## src/inc/idu_pkg.sv

```systemverilog
// Shared constants and types of the two-wire converter update slave
package idu_pkg;

  // ----------------------------------------
  // Bus framing
  // ----------------------------------------
  localparam logic [3:0] BYTE_BITS    = 4'h8;
  localparam logic [5:0] ADDR_FIXED   = 6'h26;
  localparam logic [7:0] ADDR_BCAST   = 8'h90;
  localparam logic [4:0] HS_CODE_TOP  = 5'h01;
  localparam logic [1:0] SEL_WAIT     = 2'h3;
  localparam int         SCL_PERIOD_NS = 125;

  // ----------------------------------------
  // Power-down codes
  // ----------------------------------------
  localparam logic [1:0] PD_NORMAL = 2'h0;
  localparam logic [1:0] PD_1K     = 2'h1;
  localparam logic [1:0] PD_100K   = 2'h2;
  localparam logic [1:0] PD_HIZ    = 2'h3;

  // ----------------------------------------
  // Buffer shape
  // ----------------------------------------
  localparam int FIFO_DEPTH = 16;

  // ----------------------------------------
  // Types
  // ----------------------------------------
  typedef enum logic [2:0] {
    ST_IDLE     = 3'b000,
    ST_ADDR     = 3'b001,
    ST_CTRL     = 3'b010,
    ST_LOW      = 3'b011,
    ST_ACK      = 3'b100
  } idu_state_t;

  typedef struct packed {
    logic [1:0] pd;
    logic [9:0] code;
  } idu_update_t;

  typedef struct packed {
    logic amp_on;
    logic gnd_1k;
    logic gnd_100k;
    logic hiz;
    logic linear_on;
  } idu_stage_t;

  localparam idu_stage_t STAGE_NORMAL = 5'h11;

endpackage

```

## src/rtl/idu_slave.sv

```systemverilog
// Two-wire slave that loads a 10-bit converter code and power-down mode
//
// Overview of operation
// - Each byte of a matched write is acknowledged by SDA low one clock; a low byte only while the update buffer has room.
// - Control byte: two zeros, two power-down bits, four top code bits.
// - Low byte gives six low code bits up top; two lowest bits ignored.
// - Code and mode load on falling edge of the low byte acknowledge.
// - Further byte pairs in one transfer update without new start.
// - Each repeated update completes within 18 bus clocks.
// - After a stop the bus is released and traffic ignored till start.
// - Address 100110, select bit, then write direction bit zero.
// - Select bit is latched from its pin at power-up and kept.
// - Broadcast address 1001_0000 is accepted whatever the select pin.
// - Power-up clears the code to zero until a valid write.
// - Modes: 00 normal, 01 1k, 10 100k, 11 high impedance.
// - Power-down switches output to termination, linear circuits off.
// - Stored code still loads from each write made while powered down.
// - High-speed master code is not acknowledged; stop ends fast mode.
// - Only 7-bit slave addressing; no 10-bit, no general call.
`timescale 1ns/100ps

// ----------------------------------------
// Update buffer
// ----------------------------------------
module idu_fifo
  import idu_pkg::*;
#(
  parameter int WIDTH = 12,
  parameter int DEPTH = 16
) (
  input  wire logic             clock,     // System clock
  input  wire logic             reset_n,   // Synchronous reset
  input  wire logic             in_valid,  // Write request
  output logic                  in_ready,  // Room for a word
  input  wire logic [WIDTH-1:0] in_data,   // Write word
  output logic                  out_valid, // Word available
  input  wire logic             out_ready, // Reader takes word
  output logic      [WIDTH-1:0] out_data   // Head word
);

  localparam int PW = $clog2(DEPTH);

  typedef struct packed {
    logic [DEPTH-1:0][WIDTH-1:0] mem;
    logic [PW:0]                 wr_ptr;
    logic [PW:0]                 rd_ptr;
  } idu_fifo_st_t;

  idu_fifo_st_t st_ff;
  idu_fifo_st_t nxt_st;
  logic         full;
  logic         empty;

  assign full      = (st_ff.wr_ptr[PW] != st_ff.rd_ptr[PW])
                  && (st_ff.wr_ptr[PW-1:0] == st_ff.rd_ptr[PW-1:0]);
  assign empty     = (st_ff.wr_ptr == st_ff.rd_ptr);
  assign in_ready  = !full;
  assign out_valid = !empty;
  assign out_data  = st_ff.mem[st_ff.rd_ptr[PW-1:0]];

  always_comb begin
    nxt_st = st_ff;
    if (in_valid && !full) begin
      nxt_st.mem[st_ff.wr_ptr[PW-1:0]] = in_data;
      nxt_st.wr_ptr = st_ff.wr_ptr + (PW+1)'(1);
    end
    if (out_ready && !empty) begin
      nxt_st.rd_ptr = st_ff.rd_ptr + (PW+1)'(1);
    end
  end

  always_ff @(posedge clock) begin
    if (!reset_n) begin
      st_ff <= '0;
    end else begin
      st_ff <= nxt_st;
    end
  end

endmodule

// ----------------------------------------
// Bus slave and conversion register
// ----------------------------------------
module idu_slave
  import idu_pkg::*;
(
  input  wire logic  clock,                  // System clock, 125 MHz
  input  wire logic  reset_n,                // Synchronous reset
  input  wire logic  scl_in,                 // Bus clock pin
  input  wire logic  sda_in,                 // Bus data pin level
  output logic       sda_out,                // Data drive value
  output logic       sda_oe,                 // Data drive enable
  input  wire logic  address_select_pin,     // Address select strap
  output logic [9:0] conversion_code_bits,   // Active code
  output logic       powerdown_select_high,  // Active mode bit 1
  output logic       powerdown_select_low,   // Active mode bit 0
  output logic       powered_down,           // Any power-down mode
  output idu_stage_t out_stage,              // Output stage switches
  output logic       hs_mode,                // High-speed setting
  output logic       address_select_latched, // Captured select bit
  output logic       upd_valid,              // Update stream valid
  input  wire logic  upd_ready,              // Update stream ready
  output idu_update_t upd_data               // Update stream word
);

  typedef struct packed {
    logic        scl_s1;
    logic        scl_s2;
    logic        scl_s3;
    logic        sda_s1;
    logic        sda_s2;
    logic        sda_s3;
    logic        sel_s1;
    logic        sel_s2;
    logic [1:0]  sel_cnt;
    logic        sel_bit;
    idu_state_t  fsm;
    idu_state_t  after_ack;
    logic [3:0]  bit_cnt;
    logic [7:0]  shreg;
    logic [1:0]  pend_pd;
    logic [3:0]  pend_msb;
    logic        load_pend;
    logic        ack_oe;
    logic        hs;
    idu_update_t active;
    idu_stage_t  stage;
    logic        push;
  } idu_slave_st_t;

  idu_slave_st_t st_ff;
  idu_slave_st_t nxt_st;
  logic          fifo_ready;
  logic          scl_rise;
  logic          scl_fall;
  logic          bus_start;
  logic          bus_stop;

  // ----------------------------------------
  // Decoders
  // ----------------------------------------
  function automatic logic addr_match(input logic [7:0] b, input logic sel);
    logic own;
    logic bcast;
    own   = (b[7:2] == ADDR_FIXED) && (b[1] == sel) && !b[0];
    bcast = (b == ADDR_BCAST);
    return own || bcast;
  endfunction

  function automatic idu_stage_t stage_of(input logic [1:0] pd);
    idu_stage_t s;
    s = '0;
    unique case (pd)
      PD_NORMAL: begin
        s.amp_on    = 1'b1;
        s.linear_on = 1'b1;
      end
      PD_1K: begin
        s.gnd_1k = 1'b1;
      end
      PD_100K: begin
        s.gnd_100k = 1'b1;
      end
      PD_HIZ: begin
        s.hiz = 1'b1;
      end
    endcase
    return s;
  endfunction

  // ----------------------------------------
  // Bus events
  // ----------------------------------------
  assign scl_rise  = st_ff.scl_s2 && !st_ff.scl_s3;
  assign scl_fall  = !st_ff.scl_s2 && st_ff.scl_s3;
  assign bus_start = st_ff.scl_s2 && st_ff.scl_s3
                  && !st_ff.sda_s2 && st_ff.sda_s3;
  assign bus_stop  = st_ff.scl_s2 && st_ff.scl_s3
                  && st_ff.sda_s2 && !st_ff.sda_s3;

  // ----------------------------------------
  // Next state
  // ----------------------------------------
  always_comb begin
    nxt_st        = st_ff;
    nxt_st.push   = 1'b0;
    nxt_st.scl_s1 = scl_in;
    nxt_st.scl_s2 = st_ff.scl_s1;
    nxt_st.scl_s3 = st_ff.scl_s2;
    nxt_st.sda_s1 = sda_in;
    nxt_st.sda_s2 = st_ff.sda_s1;
    nxt_st.sda_s3 = st_ff.sda_s2;
    nxt_st.sel_s1 = address_select_pin;
    nxt_st.sel_s2 = st_ff.sel_s1;

    if (st_ff.sel_cnt < SEL_WAIT) begin
      nxt_st.sel_cnt = 2'(st_ff.sel_cnt + 2'h1);
      nxt_st.sel_bit = st_ff.sel_s2;
    end

    if (bus_stop) begin
      nxt_st.fsm       = ST_IDLE;
      nxt_st.ack_oe    = 1'b0;
      nxt_st.load_pend = 1'b0;
      nxt_st.hs        = 1'b0;
    end else if (bus_start) begin
      nxt_st.fsm       = ST_ADDR;
      nxt_st.bit_cnt   = '0;
      nxt_st.ack_oe    = 1'b0;
      nxt_st.load_pend = 1'b0;
    end else begin
      unique case (st_ff.fsm)
        ST_IDLE: begin
          nxt_st.ack_oe = 1'b0;
        end
        ST_ADDR, ST_CTRL, ST_LOW: begin
          if (scl_rise && st_ff.bit_cnt < BYTE_BITS) begin
            nxt_st.shreg   = {st_ff.shreg[6:0], st_ff.sda_s2};
            nxt_st.bit_cnt = 4'(st_ff.bit_cnt + 4'h1);
          end
          if (scl_fall && st_ff.bit_cnt == BYTE_BITS) begin
            nxt_st.bit_cnt = '0;
            if (st_ff.fsm == ST_ADDR) begin
              if (st_ff.shreg[7:3] == HS_CODE_TOP) begin
                nxt_st.hs  = 1'b1;
                nxt_st.fsm = ST_IDLE;
              end else if (addr_match(st_ff.shreg, st_ff.sel_bit)) begin
                nxt_st.ack_oe    = 1'b1;
                nxt_st.fsm       = ST_ACK;
                nxt_st.after_ack = ST_CTRL;
              end else begin
                nxt_st.fsm = ST_IDLE;
              end
            end else if (st_ff.fsm == ST_CTRL) begin
              nxt_st.pend_pd   = st_ff.shreg[5:4];
              nxt_st.pend_msb  = st_ff.shreg[3:0];
              nxt_st.ack_oe    = 1'b1;
              nxt_st.fsm       = ST_ACK;
              nxt_st.after_ack = ST_LOW;
            end else if (fifo_ready) begin
              nxt_st.ack_oe    = 1'b1;
              nxt_st.load_pend = 1'b1;
              nxt_st.fsm       = ST_ACK;
              nxt_st.after_ack = ST_CTRL;
            end else begin
              nxt_st.fsm = ST_IDLE;
            end
          end
        end
        ST_ACK: begin
          if (scl_fall) begin
            nxt_st.ack_oe  = 1'b0;
            nxt_st.fsm     = st_ff.after_ack;
            nxt_st.bit_cnt = '0;
            if (st_ff.load_pend) begin
              nxt_st.active.code = {st_ff.pend_msb, st_ff.shreg[7:2]};
              nxt_st.active.pd   = st_ff.pend_pd;
              nxt_st.stage       = stage_of(st_ff.pend_pd);
              nxt_st.push        = 1'b1;
              nxt_st.load_pend   = 1'b0;
            end
          end
        end
        default: begin
          nxt_st.fsm    = ST_IDLE;
          nxt_st.ack_oe = 1'b0;
        end
      endcase
    end
  end

  // ----------------------------------------
  // State register
  // ----------------------------------------
  always_ff @(posedge clock) begin
    if (!reset_n) begin
      st_ff        <= '0;
      st_ff.stage  <= STAGE_NORMAL;
      // Pin stages start at the idle bus level, so no false edge after reset
      st_ff.scl_s1 <= 1'b1;
      st_ff.scl_s2 <= 1'b1;
      st_ff.scl_s3 <= 1'b1;
      st_ff.sda_s1 <= 1'b1;
      st_ff.sda_s2 <= 1'b1;
      st_ff.sda_s3 <= 1'b1;
    end else begin
      st_ff <= nxt_st;
    end
  end

  // ----------------------------------------
  // Update stream buffer
  // ----------------------------------------
  idu_fifo #(
    .WIDTH ($bits(idu_update_t)),
    .DEPTH (FIFO_DEPTH)
  ) u_fifo (
    .clock     (clock),
    .reset_n   (reset_n),
    .in_valid  (st_ff.push),
    .in_ready  (fifo_ready),
    .in_data   (st_ff.active),
    .out_valid (upd_valid),
    .out_ready (upd_ready),
    .out_data  (upd_data)
  );

  // ----------------------------------------
  // Outputs
  // ----------------------------------------
  assign sda_out                = 1'b0;
  assign sda_oe                 = st_ff.ack_oe;
  assign conversion_code_bits   = st_ff.active.code;
  assign powerdown_select_high  = st_ff.active.pd[1];
  assign powerdown_select_low   = st_ff.active.pd[0];
  assign powered_down           = !st_ff.stage.amp_on;
  assign out_stage              = st_ff.stage;
  assign hs_mode                = st_ff.hs;
  assign address_select_latched = st_ff.sel_bit;

endmodule

```

## config.mk

```make
export PLATFORM = sky130hd
export DESIGN_NAME = idu_slave
export DESIGN_NICKNAME = d
export VERILOG_FILES = /design/src/inc/idu_pkg.sv /design/src/rtl/idu_slave.sv
export SDC_FILE = /design/constraint.sdc
export NUM_CORES = 1
export LEC_CHECK = 0
export ABC_AREA = 1
export BUFFER_PORTS_ARGS = -buffer_cell sky130_fd_sc_hd__buf_2
export CORE_MARGIN = 10
export CORE_UTILIZATION = 57
export CTS_CLUSTER_SIZE = 8
export DETAILED_ROUTE_END_ITERATION = 12
export PLACE_DENSITY_LB_ADDON = 0.05
export SLEW_MARGIN = 5
export SYNTH_ARGS = -nofsm -noshare
export SYNTH_HDL_FRONTEND = slang
export SYNTH_SLANG_ARGS = --single-unit
```

## constraint.sdc

```tcl
create_clock -name clock -period 1.7 [get_ports clock]
set_input_delay 0.255 -clock clock [delete_from_list [all_inputs] [get_ports clock]]
set_output_delay 0.255 -clock clock [all_outputs]
set_load 0.02 [all_outputs]
```

---- After elaboration in Yosys (flattened, before gate mapping) ----
Cells that the tools add are included.
W data, S select, Z words.
cells by class
  bitwise logic cells ..................... 7
  add/sub/neg operators ................... 4
  $lt $le $gt $ge ......................... 5
  reductions and logical operators ........ 42
  muxes and demuxes ....................... 39
  eq/ne operators ......................... 30
operators with widths
  operator               number
  $bwmux W192            1
  $bmux W12 S4           1
  $demux W12 S4          1
  $mux W12               3
  $mux W3                8
  $logic_and A1 B1 Y1    15
  $ne A3 B3 Y1 const B   5
  $reduce_and A5 Y1      3
  $mux W1                14
  $ne A2 B2 Y1 const B   7
  $mux W6                2
  $reduce_and A6 Y1      2
  $add A5 B1 Y5 const B  2
  $lt A4 B5 Y1 const B   2
  $mux W10               1
  $pmux W3 S3            1
  $eq A8 B8 Y1 const B   1
  $logic_not A1 Y1       8
  $mux W4                2
  $ne A4 B4 Y1 const B   2
  $pmux W4 S2            1
  $reduce_and A4 Y1      2
  $not A1 Y1             7
  $reduce_and A7 Y1      1
  other kinds (29)       35
word-level totals
  register bits after elaboration ......... 257
  output and inout port bits .............. 35

---- Depth between registers and ports, before layout ----
Gate-level depths: netlist of the first run.
  word-level depth ........................ 10
  mapped depth ............................ 12
  mapped depth without buffers ............ 9

---- Cells and area by module ----
Synthesis of the first run repeated with hierarchy kept, for this count alone.
second synthesis, totals
  cells, all modules ...................... 2231
  area, all modules ....................... 14337.5 µm²
by module, submodules not included
  module     seq. area each (µm²)  cells each  area an instance (µm²)  instances
  idu_fifo   4043.9                1924        12047.8                 1
  idu_slave  1081.0                307         2289.7                  1

---- Least setup slack after synthesis of the first run ----
No wires, ideal clock.
  path type ............................... reg2out
  from .................................... reg u_fifo.st_ff[0] in the netlist's numbering
  to ...................................... out upd_data[5] in the netlist's numbering
  slack ................................... 0.029 ns
  stages on the path, launching flop included .. 9
  arrival ................................. 1.416 ns
  data required time ...................... 1.445 ns
  cell sequence ........................... dfxtp_1 > buf_4 > buf_2 > clkbuf_1 > a21oi_1 > o21ai_0 > nand2_1 > nand2_1 > nand3_1
RTL lines
  item                    line              RTL
  start, declared         idu_slave.sv:49   idu_fifo_st_t st_ff;
  start signal, assigned  idu_slave.sv:76   st_ff <= nxt_st;
  end, declared           idu_slave.sv:104  output idu_update_t upd_data

==> impl_summary.log, run 1 <==
[metrics] net count after synthesis: 1999
[metrics] pin count of the biggest net entering global routing: 71
[metrics] Fin. Hold Viols: 0
[metrics] per-cell via count in the routed design: 5.475
[metrics] setup clock skew after layout: 0.01331 ns
[metrics] Multi-input gate area: 6676 um2
[metrics] clock tree from TritonCTS: built
[metrics] sequential fraction of the synthesis area: between 40% and 50%
[metrics] post-synthesis average cell area: ~6.3 um2
[metrics] most used cell along the critical path: sky130_fd_sc_hd__nand2_1
[metrics] Highest Clock Rate: about 450 MHz
[metrics] Post-synth ARST share: 0%
[metrics] worst setup slack after layout: -0.5098 ns
[metrics] total gr overflow: 0
[metrics] status: complete, but fails checks
[metrics] total track usage: about a quarter
[metrics] largest fanout of any net on the critical path: 15
[metrics] WP data required: roughly 1.4 ns
[metrics] global-route layer with the greatest usage: met2
[metrics] worst endpoint data arrival time: roughly 2.0 ns
[metrics] wire length per cell after detailed routing: about 18 um
[metrics] Fill cells: 1739
[metrics] power share of the sequential group: between 40% and 50%
[metrics] effective utilization at floorplan: ~58%
[metrics] number of antenna cells inserted: 0
[metrics] switching power as a share of total power: around 25%
[metrics] number of clock sinks: 256
[metrics] met2 track utilization from global routing: a little over two fifths
[metrics] routability-driven placement congestion ratio: ~0.9
[metrics] antenna violations before repair: 0
[metrics] final net count: between 2000 and 2500
[metrics] power share of the clock group: roughly 46%
[metrics] final setup violation count: around 210
[metrics] slew of the pin with the lowest slew margin: 0.5265 ns
[metrics] GR Layer Usage met3: under 10%
[metrics] storage element area: between 5000 and 6000 um2
[metrics] EDFF count, synth: 0
[metrics] Critical Path Sink Type: output pin
[metrics] Synth Warn #: 0
[metrics] total vias in the final route: 12779
[metrics] startpoint type of the worst setup path: register
[metrics] peak supply drop: approximately 0.77 mV
[metrics] unrepaired setup endpoints after global routing: yes
[metrics] crit-path cells: inv_4, bufbuf_16, a21oi_1, o21ai_1, nand2_1, nand2_1, nand3_2, buf_6
[metrics] site row count: 54
[metrics] worst skew pair latency: 0.52 ns
[metrics] ys flop type: sky130_fd_sc_hd__dfxtp_1
[metrics] max-slew violation count: 0
[metrics] Port Buffer Count: 39
[metrics] worst setup path class: register to output pin
[metrics] post-synthesis register bit count: between 200 and 300
[metrics] Crit path largest cell delay: around 0.37 ns
[metrics] number of buffers created by CTS: 37
[metrics] Finished Cell Area: between 15000 and 20000 um2
[metrics] DPL Wire Length: about 21 mm
[metrics] ratio of cells with drive above 1 in the final layout: between 10% and 20%
[metrics] Int Power: around 11 mW
[metrics] area enclosed by the die boundary: around 28000 um2
[metrics] static leakage: between 8 and 9 nW
[metrics] die boundary width: between 150 and 200 um
[metrics] y dimension of the die: around 170 um
[metrics] hold_ws: between 0.04 and 0.05 ns
[metrics] violated checks: negative setup slack
[metrics] met1 Track Usage GR: about a third
[metrics] count of maximum capacitance violations: 0
[metrics] number of distinct library cells after synthesis: 30
[metrics] first-pass iteration count of the detailed router: 6
[metrics] NetSw: approximately 3.5 mW
[metrics] remaining antenna violation count: 0
[metrics] share of power burned in combinational logic: 10.7%
[metrics] gate count after technology mapping: between 1500 and 2000
[metrics] Relative slew margins: ~65%
[metrics] via count of the first global-routing pass: around 11000
[metrics] pre-CTS WS: -0.09134 ns
[metrics] netlist area before placement: 12580 um2
[metrics] clk slew on worst S/H paths: ~0.050 ns
[metrics] worst-case clock buffer depth: 3
[metrics] final critical path time including I/O delays and setup: 2.210 ns
[metrics] area grow syn2layout: 25.46%
[metrics] Total Power Consumption: about 14 mW
[metrics] Max stage delay cell, worst path: sky130_fd_sc_hd__dfxtp_4
[metrics] detailed-route DRC error count: 0
[metrics] clock tree root buffer cell: sky130_fd_sc_hd__clkbuf_16
[metrics] Hold Crit Class: input pin to register
[metrics] H-Tree Depth: 2
[metrics] CP startpoint: u_fifo.st_ff[1]
[metrics] total power density per cell area: around 900 nW/um2
[metrics] start point of the worst hold path: reset_n
[metrics] post-detailed-routing wire length: 41.37 mm
[metrics] initial drt markers: 1768
[metrics] final worst path period share: 130.0%
[metrics] number of ports placed on the die boundary: 41
[metrics] first-pass GRT wire length: about 60 mm
[metrics] Core ar.: around 22000 um2
[metrics] Placed Area: 13130 um2
[metrics] final core utilization: between 70% and 80%
[metrics] start of the worst register-to-register path: u_fifo.st_ff[0]
## flip-flops by register name, summed over array words and instances, names as in the netlist, 4 cells and up
register / flops
u_fifo.st_ff: 202
conversion_code_bits: 10
st_ff: 30
nxt_st: 5
out_stage: 4
## critical path, delay by kind of cell (launching register included)
kind,cells,cell delay [ns]
compound gates,2,0.15
simple gates,3,0.33
flops,1,0.37
buf+inv,3,0.58
## cell usage after synthesis, types with 2 or more instances
library cell	number	area, um2
sky130_fd_sc_hd__inv_1	242	908.4
sky130_fd_sc_hd__nand3_4	9	157.7
sky130_fd_sc_hd__dfxtp_1	256	5125
sky130_fd_sc_hd__or2_2	4	25.02
sky130_fd_sc_hd__clkbuf_1	73	274.0
sky130_fd_sc_hd__a21oi_1	130	650.6
sky130_fd_sc_hd__buf_1	10	37.54
sky130_fd_sc_hd__buf_4	23	172.7
sky130_fd_sc_hd__xnor2_1	4	35.03
sky130_fd_sc_hd__nand4_1	3	18.77
sky130_fd_sc_hd__nand2_1	501	1881
sky130_fd_sc_hd__nand3b_1	2	15.01
sky130_fd_sc_hd__nand3_1	74	370.4
sky130_fd_sc_hd__nor2_1	460	1727
sky130_fd_sc_hd__xor2_1	7	61.31
sky130_fd_sc_hd__nor3_1	4	20.02
sky130_fd_sc_hd__buf_6	16	180.2
sky130_fd_sc_hd__o21ai_0	128	640.6
sky130_fd_sc_hd__buf_2	21	105.1
sky130_fd_sc_hd__ha_1	8	100.1
## logic make-up (layout without fill, tap and decap cells)
family | count (synthesis) | count (layout) | synth area share (%)
flops | 256 | 256 | 40.74
other cells | 1 | 1 | 0.02981
simple gates | 1060 | 1085 | 33.68
compound gates | 261 | 261 | 10.43
xor+xnor | 11 | 11 | 0.7658
fa+ha+maj | 8 | 8 | 0.7957
buf+inv | 388 | 432 | 13.56
## what timing repair did
| item | 4_1_cts | 5_1_grt |
|---|---|---|
| pin swaps | 12 | 10 |
| gates cloned | 20 | 17 |
| hold buffers | 3 | 0 |
| gates resized for setup | 128 | 118 |
| endpoints found under the setup margin | 34 | 219 |
| buffers inserted | 10 | 14 |
| hold endpoints to repair | 3 | 0 |
## layout make-up
type	instances	area share (%)
clock buffers	40	6.207
clock inverters	1	0.05549
inverters	244	5.874
multi-input cells	1366	42.30
flip-flops and latches	256	32.54
well taps	280	2.220
repair buffers	147	10.81
## placed cells by master (no fill, tap or decap), drive strengths merged
cell,netlist,routed
bufbuf,0,1
clkinvlp,0,1
nand3,83,108
nor3,5,5
dlygate4sd3,0,3
nand2,501,501
xnor2,4,4
xor2,7,7
nor4,1,1
buf,71,134
nand3b,2,2
inv,243,244
dfxtp,256,256
ha,8,8
a21oi,130,130
clkbuf,73,49
o21ai,130,130
o211ai,1,1
conb,1,1
nand4,3,3
nor2,461,461
or2,4,4
## worst paths after layout
check,cells past startpoint,slack [ns],to
max,8,-0.51,upd_data[6]
min,2,0.04,st_ff[53]
max reg2reg,12,-0.25,u_fifo.st_ff[150]
min reg2reg,2,0.41,st_ff[48]
## power by group through the flow
stage | Sequential, mW | Combinational, mW | Clock, mW
final | 6.09 | 1.52 | 6.55
after global routing | 6.08 | 1.62 | 6.87
after CTS | 6.08 | 1.40 | 6.61
after detailed placement | 6.20 | 1.19 | 0
after global placement | 6.20 | 1.19 | 0
after floorplan | 6.19 | 0.760 | 0
## metal layers
layer / vias up / share of wire, %
li1: 6175 / -
met1: 5882 / 40
met2: 590 / 46
met3: 132 / 9.5
met4: 0 / 4.1
met5: - / 0
## per-stage QoR
step | setup TNS (ns) | cells
5_1_grt | -50.75 | 2334
2_1_floorplan | 0 | 1985
4_1_cts | -18.79 | 2303
6_report | -33.49 | 2334
3_3_place_gp | -0.2855 | 2229
3_5_place_dp | -0.3959 | 2229
Power figures use the tool's default switching activity.
==> run 2, diff against run 1 <==
--- a/config.mk
+++ b/config.mk
@@ -5,7 +5,6 @@
 export SDC_FILE = /design/constraint.sdc
 export NUM_CORES = 1
 export LEC_CHECK = 0
-export ABC_AREA = 1
 export BUFFER_PORTS_ARGS = -buffer_cell sky130_fd_sc_hd__buf_2
 export CORE_MARGIN = 10
 export CORE_UTILIZATION = 57
==> run 2 against run 1 <==
Net effect:
- the flow still finishes with violations (negative setup slack)
- utilization grew 1.9 points
- final area fell by 7.3%
- global-route usage down 1.8 points
- die area shrank 7.6%
- first-iteration DRC count down 62%
- largest cell class unchanged
- highest routed layer unchanged
- largest power group unchanged
==> impl_summary.log, run 2 <==
[metrics] register containing the most flip-flops in the final layout: u_fifo.st_ff
[metrics] sequential fraction of the synthesis area: 44.56% (+3.8 points)
[metrics] area grow syn2layout: 27.14%
[metrics] total power density per cell area: 858.4 nW/um2 (-4.3%)
[metrics] Synth Warn #: 0 (unchanged)
[metrics] multiplexer share of the synthesized area: 28.58% (+29 points)
[metrics] largest cells by area after synthesis: sky130_fd_sc_hd__dfxtp_1 (45%), sky130_fd_sc_hd__mux2i_1 (19%), sky130_fd_sc_hd__mux4_2 (9.2%), sky130_fd_sc_hd__nor2_1 (7.3%), sky130_fd_sc_hd__a21oi_1 (1.9%)
[metrics] die boundary width: 162.0 um (-3.9%)
[metrics] Placed Area: 12640 um2 (-3.7%)
[metrics] setup clock skew after layout: 0.01364 ns (+0.0003246 ns)
[metrics] start point of the worst hold path: upd_ready
[metrics] slew of the pin with the lowest slew margin: 0.5262 ns (-0.0003108 ns)
[metrics] Relative slew margins: 64.92% (about the same)
[metrics] share of the synthesized area in the top cell type: 44.56% (+3.8 points)
[metrics] final net count: 1223 (-41%)
[metrics] area enclosed by the die boundary: 26260 um2 (-7.6%)
[metrics] Finished Cell Area: 14620 um2 (-7.3%)
[metrics] unrepaired setup endpoints after global routing: yes
[metrics] clk slew on worst S/H paths: 0.05 ns (about the same)
[metrics] clock tree from TritonCTS: built
[metrics] post-synthesis register bit count: 256 (unchanged)
[metrics] gate count after technology mapping: 1110 (-44%)
[metrics] Critical Path Sink Type: output pin
[metrics] hold_ws: 0.08840 ns (+0.04750 ns)
[metrics] status: complete, but fails checks
[metrics] violated checks: negative setup slack
[metrics] crit-path cells: buf_12, buf_4, mux4_2, a211oi_2, a21oi_2, buf_6
[metrics] number of ports placed on the die boundary: 41 (unchanged)
[metrics] Synth top cells by count: sky130_fd_sc_hd__dfxtp_1 (256), sky130_fd_sc_hd__nor2_1 (223), sky130_fd_sc_hd__mux2i_1 (220)
[metrics] flip-flop count of the largest register after layout: 202 (unchanged)
[metrics] worst r2r dst: u_fifo.st_ff[77]
[metrics] commonest cells after routing, fill and taps aside: sky130_fd_sc_hd__dfxtp_1 (249), sky130_fd_sc_hd__nor2_1 (221), sky130_fd_sc_hd__mux2i_1 (205)
[metrics] DPL Wire Length: 18.62 mm (-12%)
[metrics] number of antenna cells inserted: 0 (unchanged)
[metrics] Yosys top cell by area: sky130_fd_sc_hd__dfxtp_1
[metrics] Crit path largest cell delay: 0.49 ns (+0.12 ns)
[metrics] ratio of cells with drive above 1 in the final layout: 29.67% (+13 points)
[metrics] Port Buffer Count: 39 (unchanged)
[metrics] total track usage: 23.85% (-1.8 points)
[metrics] netlist area before placement: 11500 um2 (-8.6%)
[metrics] number of cells on the worst reg-to-reg path: 12 (unchanged)
[metrics] Highest Clock Rate: 405.8 MHz (-10%)
[metrics] max-slew violation count: 0 (unchanged)
[metrics] Core ar.: 19650 um2 (-9.7%)
[metrics] H-Tree Depth: 2 (unchanged)
[metrics] post-synthesis average cell area: 10.36 um2 (+63%)
[metrics] worst endpoint data arrival time: 2.21 ns (+0.26 ns)
[metrics] post-detailed-routing wire length: 32.06 mm (-23%)
[metrics] worst hold path stage count: 3 (+1)
[metrics] initial drt markers: 675 (-62%)
[metrics] final setup violation count: 220 (+4.3%)
[metrics] final critical path time including I/O delays and setup: 2.464 ns (+0.2542 ns)
[metrics] per-cell via count in the routed design: 5.807 (+6.1%)
[metrics] fraction of the mapped netlist area in adder cells: 0.8703% (+0.075 points)
[metrics] main combinational cell family by area after synthesis: multiplexers
[metrics] worst-case clock buffer depth: 3 (unchanged)
[metrics] number of buffers created by CTS: 37 (unchanged)
[metrics] effective utilization at floorplan: 58.52% (+0.70 points)
[metrics] wire length per cell after detailed routing: 21.73 um (+23%)
[metrics] total gr overflow: 0 (unchanged)
[metrics] Hold Crit Class: input pin to register
[metrics] worst skew pair latency: 0.51 ns (about the same)
[metrics] first-pass iteration count of the detailed router: 6 (unchanged)
[metrics] worst setup path class: register to output pin
[metrics] routability-driven placement congestion ratio: 0.8548 (-2.6%)
[metrics] post-synthesis compound-gate area fraction: 5.592% (-4.8 points)
[metrics] EDFF count, synth: 0 (unchanged)
[metrics] via count of the first global-routing pass: 8412 (-24%)
[metrics] number of clock sinks: 256 (unchanged)
[metrics] antenna violations before repair: 0 (unchanged)
[metrics] Post-synth ARST share: 0% (unchanged)
[metrics] start of the worst register-to-register path: u_fifo.st_ff[2]
[metrics] peak supply drop: 0.8335 mV (+8.8%)
[metrics] final worst path period share: 144.9% (+15 points)
[metrics] setup TNS: -87.03 ns (-53.54 ns)
[metrics] total vias in the final route: 8566 (-33%)
[metrics] Total Power Consumption: 12.55 mW (-11%)
[metrics] clock tree root buffer cell: sky130_fd_sc_hd__clkbuf_16
[metrics] largest fanout of any net on the critical path: 8 (-7)
[metrics] count of maximum capacitance violations: 0 (unchanged)
[metrics] ys flop type: sky130_fd_sc_hd__dfxtp_1
[metrics] startpoint type of the worst setup path: register
[metrics] WP data required: 1.44 ns (about the same)
[metrics] commonest non-fill, non-tap cell in the layout: sky130_fd_sc_hd__dfxtp_1
[metrics] most common cell in the netlist: sky130_fd_sc_hd__dfxtp_1
[metrics] static leakage: 5.531 nW (-32%)
[metrics] Max stage delay cell, worst path: sky130_fd_sc_hd__mux4_2
[metrics] number of distinct library cells after synthesis: 49 (+63%)
[metrics] net count after synthesis: 1124 (-44%)
[metrics] XOR/XNOR Fraction of Synth Area: 1.142% (+0.38 points)
[metrics] remaining antenna violation count: 0 (unchanged)
[metrics] Post-Synth Simple-Gate Area: 12.55% (-21 points)
[metrics] y dimension of the die: 162.0 um (-3.9%)
[metrics] Fin. Hold Viols: 0 (unchanged)
[metrics] sink of the worst hold path: u_fifo.st_ff[1]
[metrics] worst setup slack after layout: -0.7641 ns (-0.2542 ns)
[metrics] pin count of the biggest net entering global routing: 64 (-9.9%)
[metrics] register-to-register setup slack: -0.52 ns (-0.27 ns)
[metrics] first-pass GRT wire length: 49.57 mm (-17%)
[metrics] detailed-route DRC error count: 0 (unchanged)
[metrics] site row count: 51 (-5.6%)
[run 2: critical path, delay by kind of cell (launching register included)]
family | cells | cell delay [ns]
AO/OA/AOI/OAI | 2 | 0.33
flip-flops | 1 | 0.45
multiplexers | 1 | 0.49
buffers and inverters | 3 | 0.43
[run 2: stage by stage]
step	util [%]	setup slack, ns	instances
2_1_floorplan	-	-0.05284	1110
4_1_cts	72.79	-0.7759	1470
3_5_place_dp	64.31	-0.2707	1400
3_3_place_gp	64.31	-0.2351	1400
6_report	74.40	-0.7641	1475
5_1_grt	74.40	-0.8095	1475
[run 2: final cells by class]
| type | instances | area, um2 |
|---|---|---|
| fillers | 1398 | 5031 |
| clock inverters | 2 | 17.52 |
| repair buffers | 178 | 2012 |
| clock buffers | 38 | 929.6 |
| well taps | 265 | 331.6 |
| flip-flops and latches | 256 | 5139 |
| inverters | 11 | 46.29 |
| multi-input cells | 725 | 6147 |
[run 2: what timing repair did]
action / 4_1_cts / 5_1_grt
endpoints found under the setup margin: 214 / 245
resized for setup: 70 / 87
hold buffers: 3 / 0
pin swaps: 17 / 40
hold endpoints to repair: 3 / 0
gates cloned: 11 / 2
setup buffers: 17 / 14
[run 2: kinds of logic (layout without fill, tap and decap cells)]
family | Yosys count | in the layout
other | 1 | 1
muxes | 268 | 268
and+or+nand+nor | 341 | 341
buffers and inverters | 129 | 229
DFF | 256 | 256
adders and majority gates | 8 | 8
xor gates and xnor gates | 15 | 15
AOI/OAI and AO/OA | 92 | 92
[run 2: metal layers]
layer	track usage [%]	wire length, um
met4	7.196	1122
met2	37.72	14770
met3	3.741	1588
met5	0	0
met1	32.89	14570
[run 2: report_power, final]
part	switching (mW)	total, mW	internal [mW]
clock network	2.46	6.28	3.82
logic	0.152	0.222	0.0707
registers	0.0140	6.05	6.03
[run 2: how the worst max path moves through the flow]
stage | cells past startpoint | startpoint | endpoint | slack (ns)
global placement | 6 | u_fifo.st_ff[2] | upd_data[6] | -0.24
detailed placement | 6 | u_fifo.st_ff[0] | upd_data[6] | -0.27
finish | 6 | u_fifo.st_ff[0] | upd_data[9] | -0.76
global route | 6 | u_fifo.st_ff[0] | upd_data[3] | -0.81
CTS | 7 | u_fifo.st_ff[2] | upd_data[9] | -0.78
floorplan | 7 | u_fifo.st_ff[8] | u_fifo.st_ff[33] | -0.05
